[src/pkg/clt_pkg.sv]
// constants and field layout of the configurable logic tile and pin cells
//
// Notes on behaviour
// - pin input reaches logic directly or through an edge flip-flop, per config bit
// - pin input flip-flops clear during configuration and while chip reset is low
// - all pin cells on one die edge share one input flip-flop clock
// - two config bits force the output buffer on, off, or under disable control
// - with disable control chosen, a high output_disable floats the pin
// - tile has inputs A to D, clock input K, outputs X and Y
// - sixteen-entry table gives any four-input function, delay independent of it
// - option 1: one four-variable function, F and G equal
// - option 2: F and G are independent three-variable functions of A-D and Q
// - option 3: B chooses between two three-variable tables, one merged output
// - storage element is an edge flip-flop or a transparent latch
// - storage clock or enable comes from K, C or G
// - a config bit inverts the chosen clock or enable
// - storage data input is always function F
// - separately enabled set and clear with chosen sources; clear wins
// - storage cleared while chip reset is low and during initialisation
// - unused storage element stays disabled, ignoring clock and data
// - X and Y each independently carry F, G or Q
// - global line feeds B and K; a per-tile bit picks it as clock
// - every tile and pin input picks one adjacent routing segment
// - configuration bits change only while configuring; readback anytime
package clt_pkg;
	localparam int DATA_W = 32;
	localparam int ADDR_W = 8;
	localparam int SYNC_STAGES = 3;
	localparam int ROUTE_SEGS = 4;
	localparam int MAX_PINS = 4;
	localparam int PIN_FIELD_W = 8;

	localparam logic [ADDR_W-1:0] REG_CTRL = 8'h00;
	localparam logic [ADDR_W-1:0] REG_STATUS = 8'h04;
	localparam logic [ADDR_W-1:0] REG_LUT = 8'h08;
	localparam logic [ADDR_W-1:0] REG_TILE = 8'h0C;
	localparam logic [ADDR_W-1:0] REG_VARS = 8'h10;
	localparam logic [ADDR_W-1:0] REG_ROUTE = 8'h14;
	localparam logic [ADDR_W-1:0] REG_PIN = 8'h18;

	localparam logic [DATA_W-1:0] CTRL_RST = 32'h0000_0001;
	localparam logic [DATA_W-1:0] TILE_RST = 32'h0000_0001;
	localparam logic [DATA_W-1:0] ZERO_RST = 32'h0000_0000;

	localparam int CTRL_CFG_BIT = 0;

	localparam int TILE_FOPT_LSB = 0;
	localparam int TILE_USED_BIT = 2;
	localparam int TILE_LATCH_BIT = 3;
	localparam int TILE_CSRC_LSB = 4;
	localparam int TILE_CINV_BIT = 6;
	localparam int TILE_SET_EN_BIT = 7;
	localparam int TILE_SET_SRC_LSB = 8;
	localparam int TILE_CLR_EN_BIT = 10;
	localparam int TILE_CLR_SRC_LSB = 11;
	localparam int TILE_XSEL_LSB = 13;
	localparam int TILE_YSEL_LSB = 15;
	localparam int TILE_Q4_BIT = 17;

	localparam int VAR_CODE_W = 3;
	localparam int VARS_F_LSB = 0;
	localparam int VARS_G_LSB = 9;

	localparam int ROUTE_A_LSB = 0;
	localparam int ROUTE_B_LSB = 2;
	localparam int ROUTE_C_LSB = 4;
	localparam int ROUTE_D_LSB = 6;
	localparam int ROUTE_K_LSB = 8;
	localparam int ROUTE_BGBL_BIT = 10;
	localparam int ROUTE_KGBL_BIT = 11;

	localparam int PIN_OE_LSB = 0;
	localparam int PIN_INREG_BIT = 2;
	localparam int PIN_OSEL_LSB = 4;
	localparam int PIN_ODSEL_LSB = 6;

	localparam int STAT_Q_BIT = 0;
	localparam int STAT_X_BIT = 1;
	localparam int STAT_Y_BIT = 2;
	localparam int STAT_F_BIT = 3;
	localparam int STAT_G_BIT = 4;
	localparam int STAT_RST_BIT = 5;
	localparam int STAT_PIN_LSB = 8;

	typedef enum logic [1:0] {
		CLT_FOPT_ONE = 2'h1,
		CLT_FOPT_TWO = 2'h2,
		CLT_FOPT_THREE = 2'h3
	} clt_fopt_e;

	typedef enum logic [2:0] {
		CLT_VAR_A = 3'h0,
		CLT_VAR_B = 3'h1,
		CLT_VAR_C = 3'h2,
		CLT_VAR_D = 3'h3,
		CLT_VAR_Q = 3'h4
	} clt_var_e;

	typedef enum logic [1:0] {
		CLT_CSRC_K = 2'h0,
		CLT_CSRC_C = 2'h1,
		CLT_CSRC_G = 2'h2
	} clt_csrc_e;

	typedef enum logic [1:0] {
		CLT_OUT_F = 2'h0,
		CLT_OUT_G = 2'h1,
		CLT_OUT_Q = 2'h2
	} clt_osel_e;

	typedef enum logic [1:0] {
		CLT_OE_OFF = 2'h0,
		CLT_OE_ON = 2'h1,
		CLT_OE_TRI = 2'h2
	} clt_oe_e;
endpackage : clt_pkg

[src/rtl/clt_lut.sv]
// combinational function generator of the logic tile
`timescale 1ns/1ps
module clt_lut
	import clt_pkg::*;
(
	// table and options
	input wire logic [15:0] lut_table,
	input wire logic [1:0] fopt,
	input wire logic [8:0] f_vars,
	input wire logic [8:0] g_vars,
	input wire logic q4_sel,
	// variables
	input wire logic in_a,
	input wire logic in_b,
	input wire logic in_c,
	input wire logic in_d,
	input wire logic in_q,
	// functions
	output logic fn_f,
	output logic fn_g
);
	function automatic logic pick(input logic [2:0] code,
		input logic [4:0] v);
		logic r;
		r = 1'b0;
		if (code <= CLT_VAR_Q)
			r = v[code];
		return r;
	endfunction : pick

	logic [4:0] vin;
	logic [2:0] fidx;
	logic [2:0] gidx;
	logic [3:0] idx4;
	logic lo_t;
	logic hi_t;

	always_comb
	begin
		vin = {in_q, in_d, in_c, in_b, in_a};
		fidx = {pick(f_vars[6 +: 3], vin), pick(f_vars[3 +: 3], vin),
			pick(f_vars[0 +: 3], vin)};
		gidx = {pick(g_vars[6 +: 3], vin), pick(g_vars[3 +: 3], vin),
			pick(g_vars[0 +: 3], vin)};
		// fourth variable is Q or D, never both in one function
		idx4 = {(q4_sel ? in_q : in_d), in_c, in_b, in_a};
		lo_t = lut_table[{1'b0, fidx}];
		hi_t = lut_table[{1'b1, fidx}];
		// plain table lookup: delay does not depend on the contents
		unique case (fopt)
			CLT_FOPT_TWO:
			begin
				fn_f = lo_t;
				fn_g = lut_table[{1'b1, gidx}];
			end
			CLT_FOPT_THREE:
			begin
				fn_f = in_b ? hi_t : lo_t;
				fn_g = fn_f;
			end
			default:
			begin
				fn_f = lut_table[idx4];
				fn_g = fn_f;
			end
		endcase
	end
endmodule : clt_lut

[src/rtl/clt_top.sv]
// one logic tile and its pin cells behind an avalon-mm register slave
//
// The Avalon-MM interface to the registers and the register addresses were chosen for this implementation.
`timescale 1ns/1ps
module clt_top
	import clt_pkg::*;
#(
	parameter int NUM_PINS = 4
)
(
	// clock and reset
	input wire logic clk_sys,
	input wire logic sys_rst,
	input wire logic ce,
	// avalon-mm slave
	input wire logic [clt_pkg::ADDR_W-1:0] avs_address,
	input wire logic avs_read,
	input wire logic avs_write,
	input wire logic [clt_pkg::DATA_W-1:0] avs_writedata,
	input wire logic [3:0] avs_byteenable,
	output logic [clt_pkg::DATA_W-1:0] avs_readdata,
	output logic avs_waitrequest,
	// chip reset pin, low active
	input wire logic chip_rst_n,
	// routing segments and global line
	input wire logic [clt_pkg::ROUTE_SEGS-1:0] route_seg,
	input wire logic global_line,
	input wire logic edge_clk,
	// tile outputs
	output logic tile_x,
	output logic tile_y,
	// pin cells
	input wire logic [NUM_PINS-1:0] pad_in,
	output logic [NUM_PINS-1:0] pad_out,
	output logic [NUM_PINS-1:0] pad_oe_n,
	output logic [NUM_PINS-1:0] pin_i
);
	import clt_pkg::*;

	if (NUM_PINS < 1 || NUM_PINS > MAX_PINS)
	begin : g_bad_pins
		$error("clt_top: NUM_PINS must be 1 to 4");
	end

	typedef struct packed {
		logic wait_r;
		logic [DATA_W-1:0] rdata;
		logic [DATA_W-1:0] ctrl;
		logic [DATA_W-1:0] lut;
		logic [DATA_W-1:0] tile;
		logic [DATA_W-1:0] vars;
		logic [DATA_W-1:0] route;
		logic [DATA_W-1:0] pin;
		logic [SYNC_STAGES-1:0] rst_sync;
		logic rst_act;
		logic [SYNC_STAGES-1:0][NUM_PINS-1:0] pad_sync;
		logic [NUM_PINS-1:0] pad_filt;
		logic [NUM_PINS-1:0] in_ff;
		logic eclk_prev;
		logic sclk_prev;
		logic q;
		logic x;
		logic y;
		logic [NUM_PINS-1:0] pin_i;
		logic [NUM_PINS-1:0] pad_out;
		logic [NUM_PINS-1:0] pad_oe_n;
	} clt_state_s;

	clt_state_s st_reg;
	clt_state_s st_next;

	function automatic logic [DATA_W-1:0] merge(
		input logic [DATA_W-1:0] old_v,
		input logic [DATA_W-1:0] new_v,
		input logic [3:0] be);
		logic [DATA_W-1:0] r;
		r = old_v;
		for (int b = 0; b < 4; b++)
		begin
			if (be[b])
				r[b*8 +: 8] = new_v[b*8 +: 8];
		end
		return r;
	endfunction : merge

	// tile inputs picked from adjacent routing segments
	logic in_a;
	logic in_b;
	logic in_c;
	logic in_d;
	logic in_k;
	logic fn_f;
	logic fn_g;
	logic cfg_busy;
	logic clear_all;

	always_comb
	begin
		cfg_busy = st_reg.ctrl[CTRL_CFG_BIT];
		clear_all = cfg_busy | st_reg.rst_act;
		in_a = route_seg[st_reg.route[ROUTE_A_LSB +: 2]];
		in_b = st_reg.route[ROUTE_BGBL_BIT] ? global_line
			: route_seg[st_reg.route[ROUTE_B_LSB +: 2]];
		in_c = route_seg[st_reg.route[ROUTE_C_LSB +: 2]];
		in_d = route_seg[st_reg.route[ROUTE_D_LSB +: 2]];
		in_k = st_reg.route[ROUTE_KGBL_BIT] ? global_line
			: route_seg[st_reg.route[ROUTE_K_LSB +: 2]];
	end

	clt_lut u_lut (
		.lut_table(st_reg.lut[15:0]),
		.fopt(st_reg.tile[TILE_FOPT_LSB +: 2]),
		.f_vars(st_reg.vars[VARS_F_LSB +: 9]),
		.g_vars(st_reg.vars[VARS_G_LSB +: 9]),
		.q4_sel(st_reg.tile[TILE_Q4_BIT]),
		.in_a(in_a),
		.in_b(in_b),
		.in_c(in_c),
		.in_d(in_d),
		.in_q(st_reg.q),
		.fn_f(fn_f),
		.fn_g(fn_g)
	);

	// per pin cell output data, disable and buffer control
	wire [NUM_PINS-1:0] pin_o_w;
	wire [NUM_PINS-1:0] pin_od_w;
	wire [NUM_PINS-1:0] pin_oe_n_w;
	wire [NUM_PINS-1:0] pin_inreg_w;

	for (genvar i = 0; i < NUM_PINS; i++)
	begin : g_pin
		wire [PIN_FIELD_W-1:0] fld = st_reg.pin[i*PIN_FIELD_W +: PIN_FIELD_W];
		assign pin_o_w[i] = route_seg[fld[PIN_OSEL_LSB +: 2]];
		assign pin_od_w[i] = route_seg[fld[PIN_ODSEL_LSB +: 2]];
		assign pin_inreg_w[i] = fld[PIN_INREG_BIT];
		// unknown mode code keeps the buffer off
		assign pin_oe_n_w[i] =
			(fld[PIN_OE_LSB +: 2] == CLT_OE_ON) ? 1'b0 :
			(fld[PIN_OE_LSB +: 2] == CLT_OE_TRI) ? pin_od_w[i] :
			1'b1;
	end

	always_comb
	begin
		logic sclk;
		logic set_v;
		logic clr_v;
		logic eclk_rise;
		logic [DATA_W-1:0] rd;
		logic [DATA_W-1:0] wd;
		logic [3:0] srcs;
		sclk = 1'b0;
		set_v = 1'b0;
		clr_v = 1'b0;
		eclk_rise = 1'b0;
		rd = '0;
		wd = '0;
		srcs = {in_d, in_c, in_b, in_a};
		st_next = st_reg;

		// chip reset pin synchroniser and glitch filter
		st_next.rst_sync = {st_reg.rst_sync[1:0], ~chip_rst_n};
		if (st_reg.rst_sync[2] == st_reg.rst_sync[1])
			st_next.rst_act = st_reg.rst_sync[2];

		// pad input synchroniser: a change counts when stages 2 and 3 agree
		st_next.pad_sync[0] = pad_in;
		st_next.pad_sync[1] = st_reg.pad_sync[0];
		st_next.pad_sync[2] = st_reg.pad_sync[1];
		for (int i = 0; i < NUM_PINS; i++)
		begin
			if (st_reg.pad_sync[2][i] == st_reg.pad_sync[1][i])
				st_next.pad_filt[i] = st_reg.pad_sync[2][i];
		end

		// one edge clock for every pin cell on this die edge
		st_next.eclk_prev = edge_clk;
		eclk_rise = edge_clk & ~st_reg.eclk_prev;
		if (clear_all)
			st_next.in_ff = '0;
		else if (eclk_rise)
			st_next.in_ff = st_reg.pad_filt;
		for (int i = 0; i < NUM_PINS; i++)
		begin
			st_next.pin_i[i] = pin_inreg_w[i] ? st_reg.in_ff[i]
				: st_reg.pad_filt[i];
		end
		st_next.pad_out = pin_o_w;
		st_next.pad_oe_n = pin_oe_n_w;

		// storage element clock or enable, with polarity choice
		unique case (st_reg.tile[TILE_CSRC_LSB +: 2])
			CLT_CSRC_C: sclk = in_c;
			CLT_CSRC_G: sclk = fn_g;
			default: sclk = in_k;
		endcase
		sclk = sclk ^ st_reg.tile[TILE_CINV_BIT];
		st_next.sclk_prev = sclk;
		set_v = st_reg.tile[TILE_SET_EN_BIT]
			& srcs[st_reg.tile[TILE_SET_SRC_LSB +: 2]];
		clr_v = st_reg.tile[TILE_CLR_EN_BIT]
			& srcs[st_reg.tile[TILE_CLR_SRC_LSB +: 2]];
		// set and clear act as levels, not waiting for a clock edge
		if (clear_all || !st_reg.tile[TILE_USED_BIT])
			st_next.q = 1'b0;
		else if (clr_v)
			st_next.q = 1'b0;
		else if (set_v)
			st_next.q = 1'b1;
		else if (st_reg.tile[TILE_LATCH_BIT])
		begin
			if (sclk)
				st_next.q = fn_f;
		end
		else if (sclk && !st_reg.sclk_prev)
			st_next.q = fn_f;

		// output steering
		unique case (st_reg.tile[TILE_XSEL_LSB +: 2])
			CLT_OUT_G: st_next.x = fn_g;
			CLT_OUT_Q: st_next.x = st_reg.q;
			default: st_next.x = fn_f;
		endcase
		unique case (st_reg.tile[TILE_YSEL_LSB +: 2])
			CLT_OUT_G: st_next.y = fn_g;
			CLT_OUT_Q: st_next.y = st_reg.q;
			default: st_next.y = fn_f;
		endcase

		// readback is allowed at any time
		unique case (avs_address)
			REG_CTRL: rd = st_reg.ctrl;
			REG_STATUS:
			begin
				rd[STAT_Q_BIT] = st_reg.q;
				rd[STAT_X_BIT] = st_reg.x;
				rd[STAT_Y_BIT] = st_reg.y;
				rd[STAT_F_BIT] = fn_f;
				rd[STAT_G_BIT] = fn_g;
				rd[STAT_RST_BIT] = st_reg.rst_act;
				rd[STAT_PIN_LSB +: NUM_PINS] = st_reg.pin_i;
			end
			REG_LUT: rd = st_reg.lut;
			REG_TILE: rd = st_reg.tile;
			REG_VARS: rd = st_reg.vars;
			REG_ROUTE: rd = st_reg.route;
			REG_PIN: rd = st_reg.pin;
			default: rd = '0;
		endcase
		// readback mux already holds the addressed register's old value
		wd = merge(rd, avs_writedata, avs_byteenable);

		// one wait cycle, then a single ready cycle per request
		if (st_reg.wait_r)
		begin
			if (avs_read || avs_write)
			begin
				st_next.wait_r = 1'b0;
				st_next.rdata = rd;
			end
		end
		else
		begin
			st_next.wait_r = 1'b1;
			if (avs_write)
			begin
				if (avs_address == REG_CTRL)
					st_next.ctrl[CTRL_CFG_BIT] = wd[CTRL_CFG_BIT];
				// tile setup is frozen once loading has ended
				else if (cfg_busy)
				begin
					unique case (avs_address)
						REG_LUT: st_next.lut[15:0] = wd[15:0];
						REG_TILE: st_next.tile[17:0] = wd[17:0];
						REG_VARS: st_next.vars[17:0] = wd[17:0];
						REG_ROUTE: st_next.route[11:0] = wd[11:0];
						REG_PIN: st_next.pin[NUM_PINS*PIN_FIELD_W-1:0] =
							wd[NUM_PINS*PIN_FIELD_W-1:0];
						default: st_next.pin = st_reg.pin;
					endcase
				end
			end
		end
	end

	always_ff @(posedge clk_sys)
	begin
		if (sys_rst)
		begin
			st_reg <= '0;
			st_reg.wait_r <= 1'b1;
			st_reg.ctrl <= CTRL_RST;
			st_reg.tile <= TILE_RST;
			st_reg.lut <= ZERO_RST;
			st_reg.pad_oe_n <= '1;
		end
		else if (ce)
			st_reg <= st_next;
	end

	assign avs_readdata = st_reg.rdata;
	assign avs_waitrequest = st_reg.wait_r;
	assign tile_x = st_reg.x;
	assign tile_y = st_reg.y;
	assign pad_out = st_reg.pad_out;
	assign pad_oe_n = st_reg.pad_oe_n;
	assign pin_i = st_reg.pin_i;
endmodule : clt_top

[config.mk]
export PLATFORM = sky130hd
export DESIGN_NAME = clt_top
export DESIGN_NICKNAME = d
export VERILOG_FILES = /design/src/pkg/clt_pkg.sv /design/src/rtl/clt_lut.sv /design/src/rtl/clt_top.sv
export SDC_FILE = /design/constraint.sdc
export NUM_CORES = 1
export LEC_CHECK = 0
export BUFFER_PORTS_ARGS = -buffer_cell sky130_fd_sc_hd__buf_4
export CORE_MARGIN = 1.5
export CORE_UTILIZATION = 50
export DETAILED_ROUTE_END_ITERATION = 12
export PLACE_DENSITY = 0.81
export SLEW_MARGIN = 20
export SYNTH_ARGS = -nofsm -noshare
export SYNTH_HDL_FRONTEND = slang
export SYNTH_SLANG_ARGS = --single-unit
[constraint.sdc]
create_clock -name clk_sys -period 3.8 [get_ports clk_sys]
set_input_delay 0.19 -clock clk_sys [delete_from_list [all_inputs] [get_ports clk_sys]]
set_output_delay 0.19 -clock clk_sys [all_outputs]
set_load 0.005 [all_outputs]
==> results of run 1 <==
## path summary, 6_finish.rpt
check              startpoint               end  slack, ns  cells after the start
max reg2reg        st_reg[79]       st_reg[141]       0.29                     11
min reg2reg  avs_readdata[18]  avs_readdata[18]       0.45                      2
min                  edge_clk        st_reg[16]       0.03                      3
max                st_reg[79]       st_reg[141]       0.29                     11
## metrics by stage
step | utilization, % | total power, mW
2_1_floorplan | - | 2.070
3_5_place_dp | 55.11 | 2.184
6_report | 58.73 | 3.859
3_3_place_gp | 55.11 | 2.181
5_1_grt | 58.73 | 3.976
4_1_cts | 58.73 | 3.864
## final cells by class
type | instances | area, µm² | area share [%]
inverters | 16 | 60.06 | 0.5872
repair buffers | 131 | 1008 | 9.859
flip-flops and latches | 171 | 3423 | 33.47
clock buffers | 22 | 464.2 | 4.538
multi-input cells | 797 | 4876 | 47.67
well taps | 225 | 281.5 | 2.752
clock inverters | 10 | 115.1 | 1.125
## layout by cell type, fill, tap and decap left out, drive strengths merged, types with 12 or more instances in the layout
cell / netlist / final
nand3: 47 / 47
buf: 53 / 126
o31ai: 15 / 15
mux2i: 53 / 53
mux2: 18 / 18
dfxtp: 171 / 171
mux4: 16 / 16
clkbuf: 70 / 22
nor3: 17 / 17
nor2: 80 / 80
a21oi: 121 / 121
nand2b: 12 / 12
nand2: 223 / 223
o21ai: 27 / 27
a22oi: 39 / 39
inv: 16 / 17
## cells in the mapped netlist (3+ instances only)
master	instances
nor3b_1	6
a211o_1	5
clkbuf_1	70
buf_4	44
nand3_1	46
o211a_1	4
o2111ai_1	5
nor3_1	16
nor2b_1	10
buf_1	8
nand4_1	4
mux4_2	16
nor2_1	80
a21o_1	3
and2_1	8
nand3b_1	11
o31ai_2	6
a222oi_1	4
mux2_2	15
o211ai_1	4
a31oi_1	8
a22oi_1	39
a211oi_1	9
or3_1	4
inv_1	16
nand2_1	223
ha_1	6
mux2i_1	52
o21ai_0	26
a21oi_1	120
dfxtp_1	171
o31ai_1	9
nand2b_1	11
and3_1	4
## where the power goes
group | switching, mW | internal [mW] | leakage [nW]
clock network | 0.701 | 1.00 | 0.277
logic | 0.180 | 0.140 | 2.07
registers | 0.0182 | 1.82 | 1.38
total | 0.899 | 2.96 | 3.73
## tightest hold or removal path, cell delays in order
cell and delay, ns:
buf_4 0.08, mux2i_1 0.06, nor2_1 0.08
## layer usage
layer	vias to the layer above	global-route usage, %	wire, µm
li1	3908	-	-
met3	97	7.481	2786
met4	0	16.90	1489
met2	437	45.67	12360
met1	3997	38.67	10810
met5	-	0	0
## logic make-up after synthesis
family	Yosys count	share of synthesized area [%]
flops	171	38.11
simple gates	439	21.95
mux	87	12.36
compound gates	265	19.08
buf+inv	139	7.661
fa+ha+maj	6	0.8357
## timing repair
item,CTS,global route
hold endpoints to repair,5,0
resized for setup,0,0
hold buffers,5,0
==> impl_metrics.csv, run 1 <==
group,metric,value,unit
clock_tree,cts.sinks,171,
logic_synthesis,synth_warnings,0,
critical_path,cp_num_buf_inv,0,
finish,diodes,0,
route,via_count,8439,
timing,rsz0062_at_grt,"false",
route,initialDrtViolationCount,933,
floorplan,start_util,51.57,%
power,leakagePower,3.729,nW
logic_synthesis,netlist_instances,1107,
placement,hpwlAfterDp,19.46,mm
route,drc,0,
clock_tree,cts_max_level,4,
floorplan,die_w,137.0,µm
power,vdd_drop_max,0.3706,mV
logic_synthesis,ys_seq_elements,171,
route,drtPass1Iterations,5,
finish,instances_no_fill,1372,
critical_path,crit_path_end_kind,"flip-flop",
logic_synthesis,synth_flop_cell,"dfxtp_1",
clock_tree,worstSkewPairLatency,0.43,ns
placement,post_dp_cell_area,9599,µm²
critical_path,cpMostUsedCell,"o31ai_1",
finish,syn_to_final_growth,13.87,%
power,power.density,377.2,nW/µm²
finish,layout.nets,1200,
logic_synthesis,avgSynthCellArea,8.114,µm²
placement,gp_congestion,0.9637,
timing,fin_hold_ws,0.02929,ns
floorplan,core,17420,µm²
logic_synthesis,yosys.area.top_type,"dfxtp_1",
timing,slew_violations,0,
placement,placed_cells,1335,
floorplan,num_rows,48,
critical_path,crit_slowest_cell,"mux4_2",
finish,layout-drive-gt1-share,18.40,%
logic_synthesis,synth_edf_count,0,
clock_tree,cts.clk_slew.worst_paths,0.06,ns
critical_path,crit_required,4.07,ns
timing,fin_ws,0.2937,ns
placement,port_buffers,106,
timing,finalCriticalPeriod,3.506,ns
timing,finalHoldViolCount,0,
global_routing,grt_max_degree,101,
critical_path,setup.worst_path.start_class,"flip-flop",
worst_hold_path,hp-class,"in -> reg",
logic_synthesis,synth.top_cell.area_share,38.11,%
clock_tree,cts_buffer_depth,2,
critical_path,path_class,"reg -> reg",
global_routing,grt_pass1_wl,42.84,mm
global_routing,grt_overflow,0,
route,wl_per_cell,20.00,µm
timing,slew_headroom,31.65,%
global_routing,antenna_found_initial,0,
job,drv_cap,0,
global_routing,grt_pass1_vias,7806,
floorplan,die_area,18780,µm²
logic_synthesis,syn_area,8982,µm²
clock_tree,cts_tree,"done",
route,wl,27.44,mm
timing,max_slew.worst_pin.slew,1.025,ns
clock_tree,root_buffer,"clkbuf_16",
critical_path,slowest_delay,0.68,ns
floorplan,ios,107,
critical_path,crit_chain,"mux4_2 > a32oi_1 > o31ai_1 > or2_4 > mux2_1 > o211a_1 > a311oi_2 > nand3_2 > a21o_1 > mux2i_4 > o31ai_1",
logic_synthesis,synth.distinct_cells,69,
logic_synthesis,synth_area_leaders,"dfxtp_1, nand2_1, a21oi_1, mux2i_1, mux4_2",
logic_synthesis,ys_async_sr_fraction,0,%
finish,largest_reg_flops,81,
critical_path,critPathTopFamily,"compound AO/OA/AOI/OAI gates",
timing,fmaxAchievable,0.2852,GHz
finish,fillers,1531,
logic_synthesis,syn_nets,1173,
timing,period_share,92.27,%
floorplan,die_y,137.0,µm
timing,setup_violations,0,
route,via_per_inst,6.151,
logic_synthesis,synth-seq-area-share,38.11,%
finish,fin_area,10230,µm²
critical_path,worst-path-max-fanout,13,
clock_tree,cts_buffers,17,
global_routing,grt.total_usage,29.96,%
critical_path,arrival,3.77,ns
outcome,status,"completed",
timing,fin_tns_setup,0,ns
timing,skew,0.01052,ns
clock_tree,cts.repair_timing.setup_buffer_count,0,
route,ant_nets,0,
placement,pre_cts_ws,0.3880,ns
No activity file was read; power rests on OpenSTA's default activity.
==> run 2, diff against run 1 <==
--- a/config.mk
+++ b/config.mk
@@ -13,4 +13,5 @@
 export SLEW_MARGIN = 20
 export SYNTH_ARGS = -nofsm -noshare
 export SYNTH_HDL_FRONTEND = slang
+export SYNTH_HIERARCHICAL = 1
 export SYNTH_SLANG_ARGS = --single-unit
==> impl_metrics.csv, run 2 <==
group,metric,value,unit
floorplan,die_y,137.6,µm
critical_path,crit_start,"st_reg[78]",
critical_path,timing.rr.end,"st_reg[14]",
floorplan,num_rows,49,
logic_synthesis,synth.distinct_cells,72,
critical_path,reg2reg_depth,14,
timing,skew,0.009776,ns
finish,syn_to_final_growth,15.46,%
timing,slew_violations,0,
logic_synthesis,synth_flop_cell,"dfxtp_1",
critical_path,critPathTopFamily,"multiplexers",
placement,gp_congestion,1.020,
route,initialDrtViolationCount,1174,
finish,fin_area,10460,µm²
finish,layout_commonest_cell,"dfxtp_1",
timing,rsz0062_at_grt,"false",
timing,fin_tns_setup,0,ns
floorplan,die_w,137.6,µm
power,power,3.926,mW
timing,finalHoldViolCount,0,
floorplan,die_area,18930,µm²
critical_path,critical_path_cell_count,14,
logic_synthesis,netlist_instances,1047,
clock_tree,cts.clk_slew.worst_paths,0.07,ns
logic_synthesis,avgSynthCellArea,8.648,µm²
clock_tree,cts_max_level,4,
critical_path,slowest_delay,0.40,ns
placement,post_dp_cell_area,9646,µm²
timing,setup_violations,0,
global_routing,grt_overflow,0,
power,vdd_drop_max,0.3433,mV
critical_path,arrival,3.95,ns
floorplan,start_util,50.75,%
timing,fin_hold_ws,0.01257,ns
logic_synthesis,synth_commonest_cells,"dfxtp_1, nand2_1, nor2_1, a21oi_1, mux2i_1",
timing,fmaxAchievable,0.2745,GHz
timing,max_slew.worst_pin.slew,0.9793,ns
global_routing,antenna_found_initial,0,
outcome,status,"completed",
logic_synthesis,ys_seq_elements,171,
route,via_per_inst,6.277,
finish,largest_reg_flops,81,
global_routing,grt_pass1_wl,43.35,mm
logic_synthesis,synth.top_cell.area_share,37.81,%
route,wl,29.05,mm
critical_path,worst-path-max-fanout,13,
critical_path,reg2reg_slack,0.16,ns
worst_hold_path,hp-class,"in -> reg",
critical_path,setup.worst_path.start_class,"flip-flop",
critical_path,crit_path_end_kind,"flip-flop",
route,drc,0,
floorplan,ios,107,
route,drtPass1Iterations,6,
finish,layout.nets,1167,
critical_path,reg2reg_from,"st_reg[78]",
critical_path,crit_chain,"mux2_2 > mux2_2 > mux2_2 > a21oi_2 > nand2_2 > or3_1 > a21o_4 > a31oi_2 > nand3_2 > a21oi_2 > a32oi_2 > mux2i_1 > mux2i_1 > a31oi_1",
logic_synthesis,synth_edf_count,0,
route,via_count,8436,
clock_tree,cts_buffers,17,
clock_tree,cts.sinks,171,
clock_tree,root_buffer,"clkbuf_16",
logic_synthesis,syn_area,9055,µm²
floorplan,core,17840,µm²
finish,layout-drive-gt1-share,21.54,%
logic_synthesis,synth-seq-area-share,37.81,%
critical_path,path_class,"reg -> reg",
critical_path,cpMostUsedCell,"mux2_2",
timing,slew_headroom,34.72,%
placement,port_buffers,106,
global_routing,grt_pass1_vias,7536,
critical_path,crit_slowest_cell,"mux2_2",
finish,final_cell_mix,"dfxtp_1, nand2_1, buf_4, nor2_1, a21oi_1",
logic_synthesis,synth_warnings,6,
logic_synthesis,syn_nets,1113,
power,power.density,375.5,nW/µm²
placement,hpwlAfterDp,20.55,mm
job,drv_cap,0,
logic_synthesis,yosysMostFrequentCell,"dfxtp_1",
finish,post-route-util,58.60,%
route,wl_per_cell,21.61,µm
clock_tree,cts_tree,"done",
timing,finalCriticalPeriod,3.643,ns
timing,period_share,95.86,%
power,leakagePower,3.871,nW
route,ant_nets,0,
critical_path,crit_required,4.11,ns
global_routing,grt.total_usage,30.77,%
clock_tree,cts_buffer_depth,2,
clock_tree,worstSkewPairLatency,0.44,ns
logic_synthesis,yosys.area.top_type,"dfxtp_1",
logic_synthesis,ys_async_sr_fraction,0,%
critical_path,cp_num_buf_inv,0,
global_routing,grt_max_degree,86,
critical_path,endpoint,"st_reg[14]",
logic_synthesis,synth_area_leaders,"dfxtp_1, mux2i_1, nand2_1, a21oi_1, nor2_1",
run 2: changes by cell type in the layout (fill, tap and decap cells not counted), sizes merged, moves of 13 or more:
cell | before | now
o21ai | 27 | 40
mux2 | 18 | 32
nand3 | 47 | 16
mux2i | 53 | 75
nor2 | 80 | 95
o22ai | 2 | 22
a21oi | 121 | 84
nand2 | 223 | 165
o31ai | 15 | 2
run 2: cell families after synthesis:
kind of cell,share of synthesized area [%]
AO/OA/AOI/OAI,16.72
flip-flops,37.81
buffers and inverters,7.710
AND/OR/NAND/NOR,19.99
adder cells (fa/ha/maj),0.8291
multiplexers,16.84
XOR/XNOR,0.09674
run 2: metrics by stage:
step / cells / worst slack [ns]
after CTS: 1340 / 0.004602
after floorplan: 1047 / 0.2793
after detailed placement: 1293 / 0.06857
final: 1344 / 0.1572
after global routing: 1343 / 0.002645
after global placement: 1293 / 0.1459
run 2: how the worst min path moves through the flow:
stage	cells after the start	slack [ns]	end	start
CTS	3	0.005	g_pin[3].fld[2]	avs_writedata[26]
global placement	2	0.37	st_next[39]	chip_rst_n
floorplan	1	0.29	st_next[39]	chip_rst_n
finish	3	0.01	g_pin[3].fld[2]	avs_writedata[26]
detailed placement	2	0.39	st_next[39]	chip_rst_n
global route	3	0.01	g_pin[3].fld[2]	avs_writedata[26]
run 2: worst min-delay path, cell delays in order:
cell and delay (ns):
buf_4 0.11, nand2_1 0.05, a21oi_1 0.06
run 2: layout make-up:
| class | instances | area, µm² |
|---|---|---|
| Antenna cell | 1 | 2.502 |
| Clock buffer | 18 | 429.2 |
| Clock inverter | 14 | 155.1 |
| Fill cell | 1489 | 7386 |
| Inverter | 15 | 56.30 |
| Multi-Input combinational cell | 752 | 4982 |
| Sequential cell | 171 | 3425 |
| Tap cell | 229 | 286.5 |
| Timing Repair Buffer | 144 | 1119 |
run 2: per-layer routing:
layer  track usage (%)  vias to the layer above  wire, µm
li1                  -                     3782         -
met1             40.13                     3942     11200
met2             45.44                      583     12730
met3             10.52                      129      3623
met4             14.80                        0      1494
met5                 0                        -         0
run 2: report_power, final:
group          leakage (nW)  internal (mW)  switching (mW)
Sequential             1.38           1.82          0.0162
Clock                 0.278          0.878           0.849
Combinational          2.21          0.159           0.208
run 2: repair_timing:
item | 4_1_cts | 5_1_grt
hold buffers | 15 | 0
pin swaps | 0 | 3
hold endpoints to repair | 15 | 0
resized for setup | 1 | 12
buffers inserted | 0 | 3
setup endpoints to repair | 1 | 14
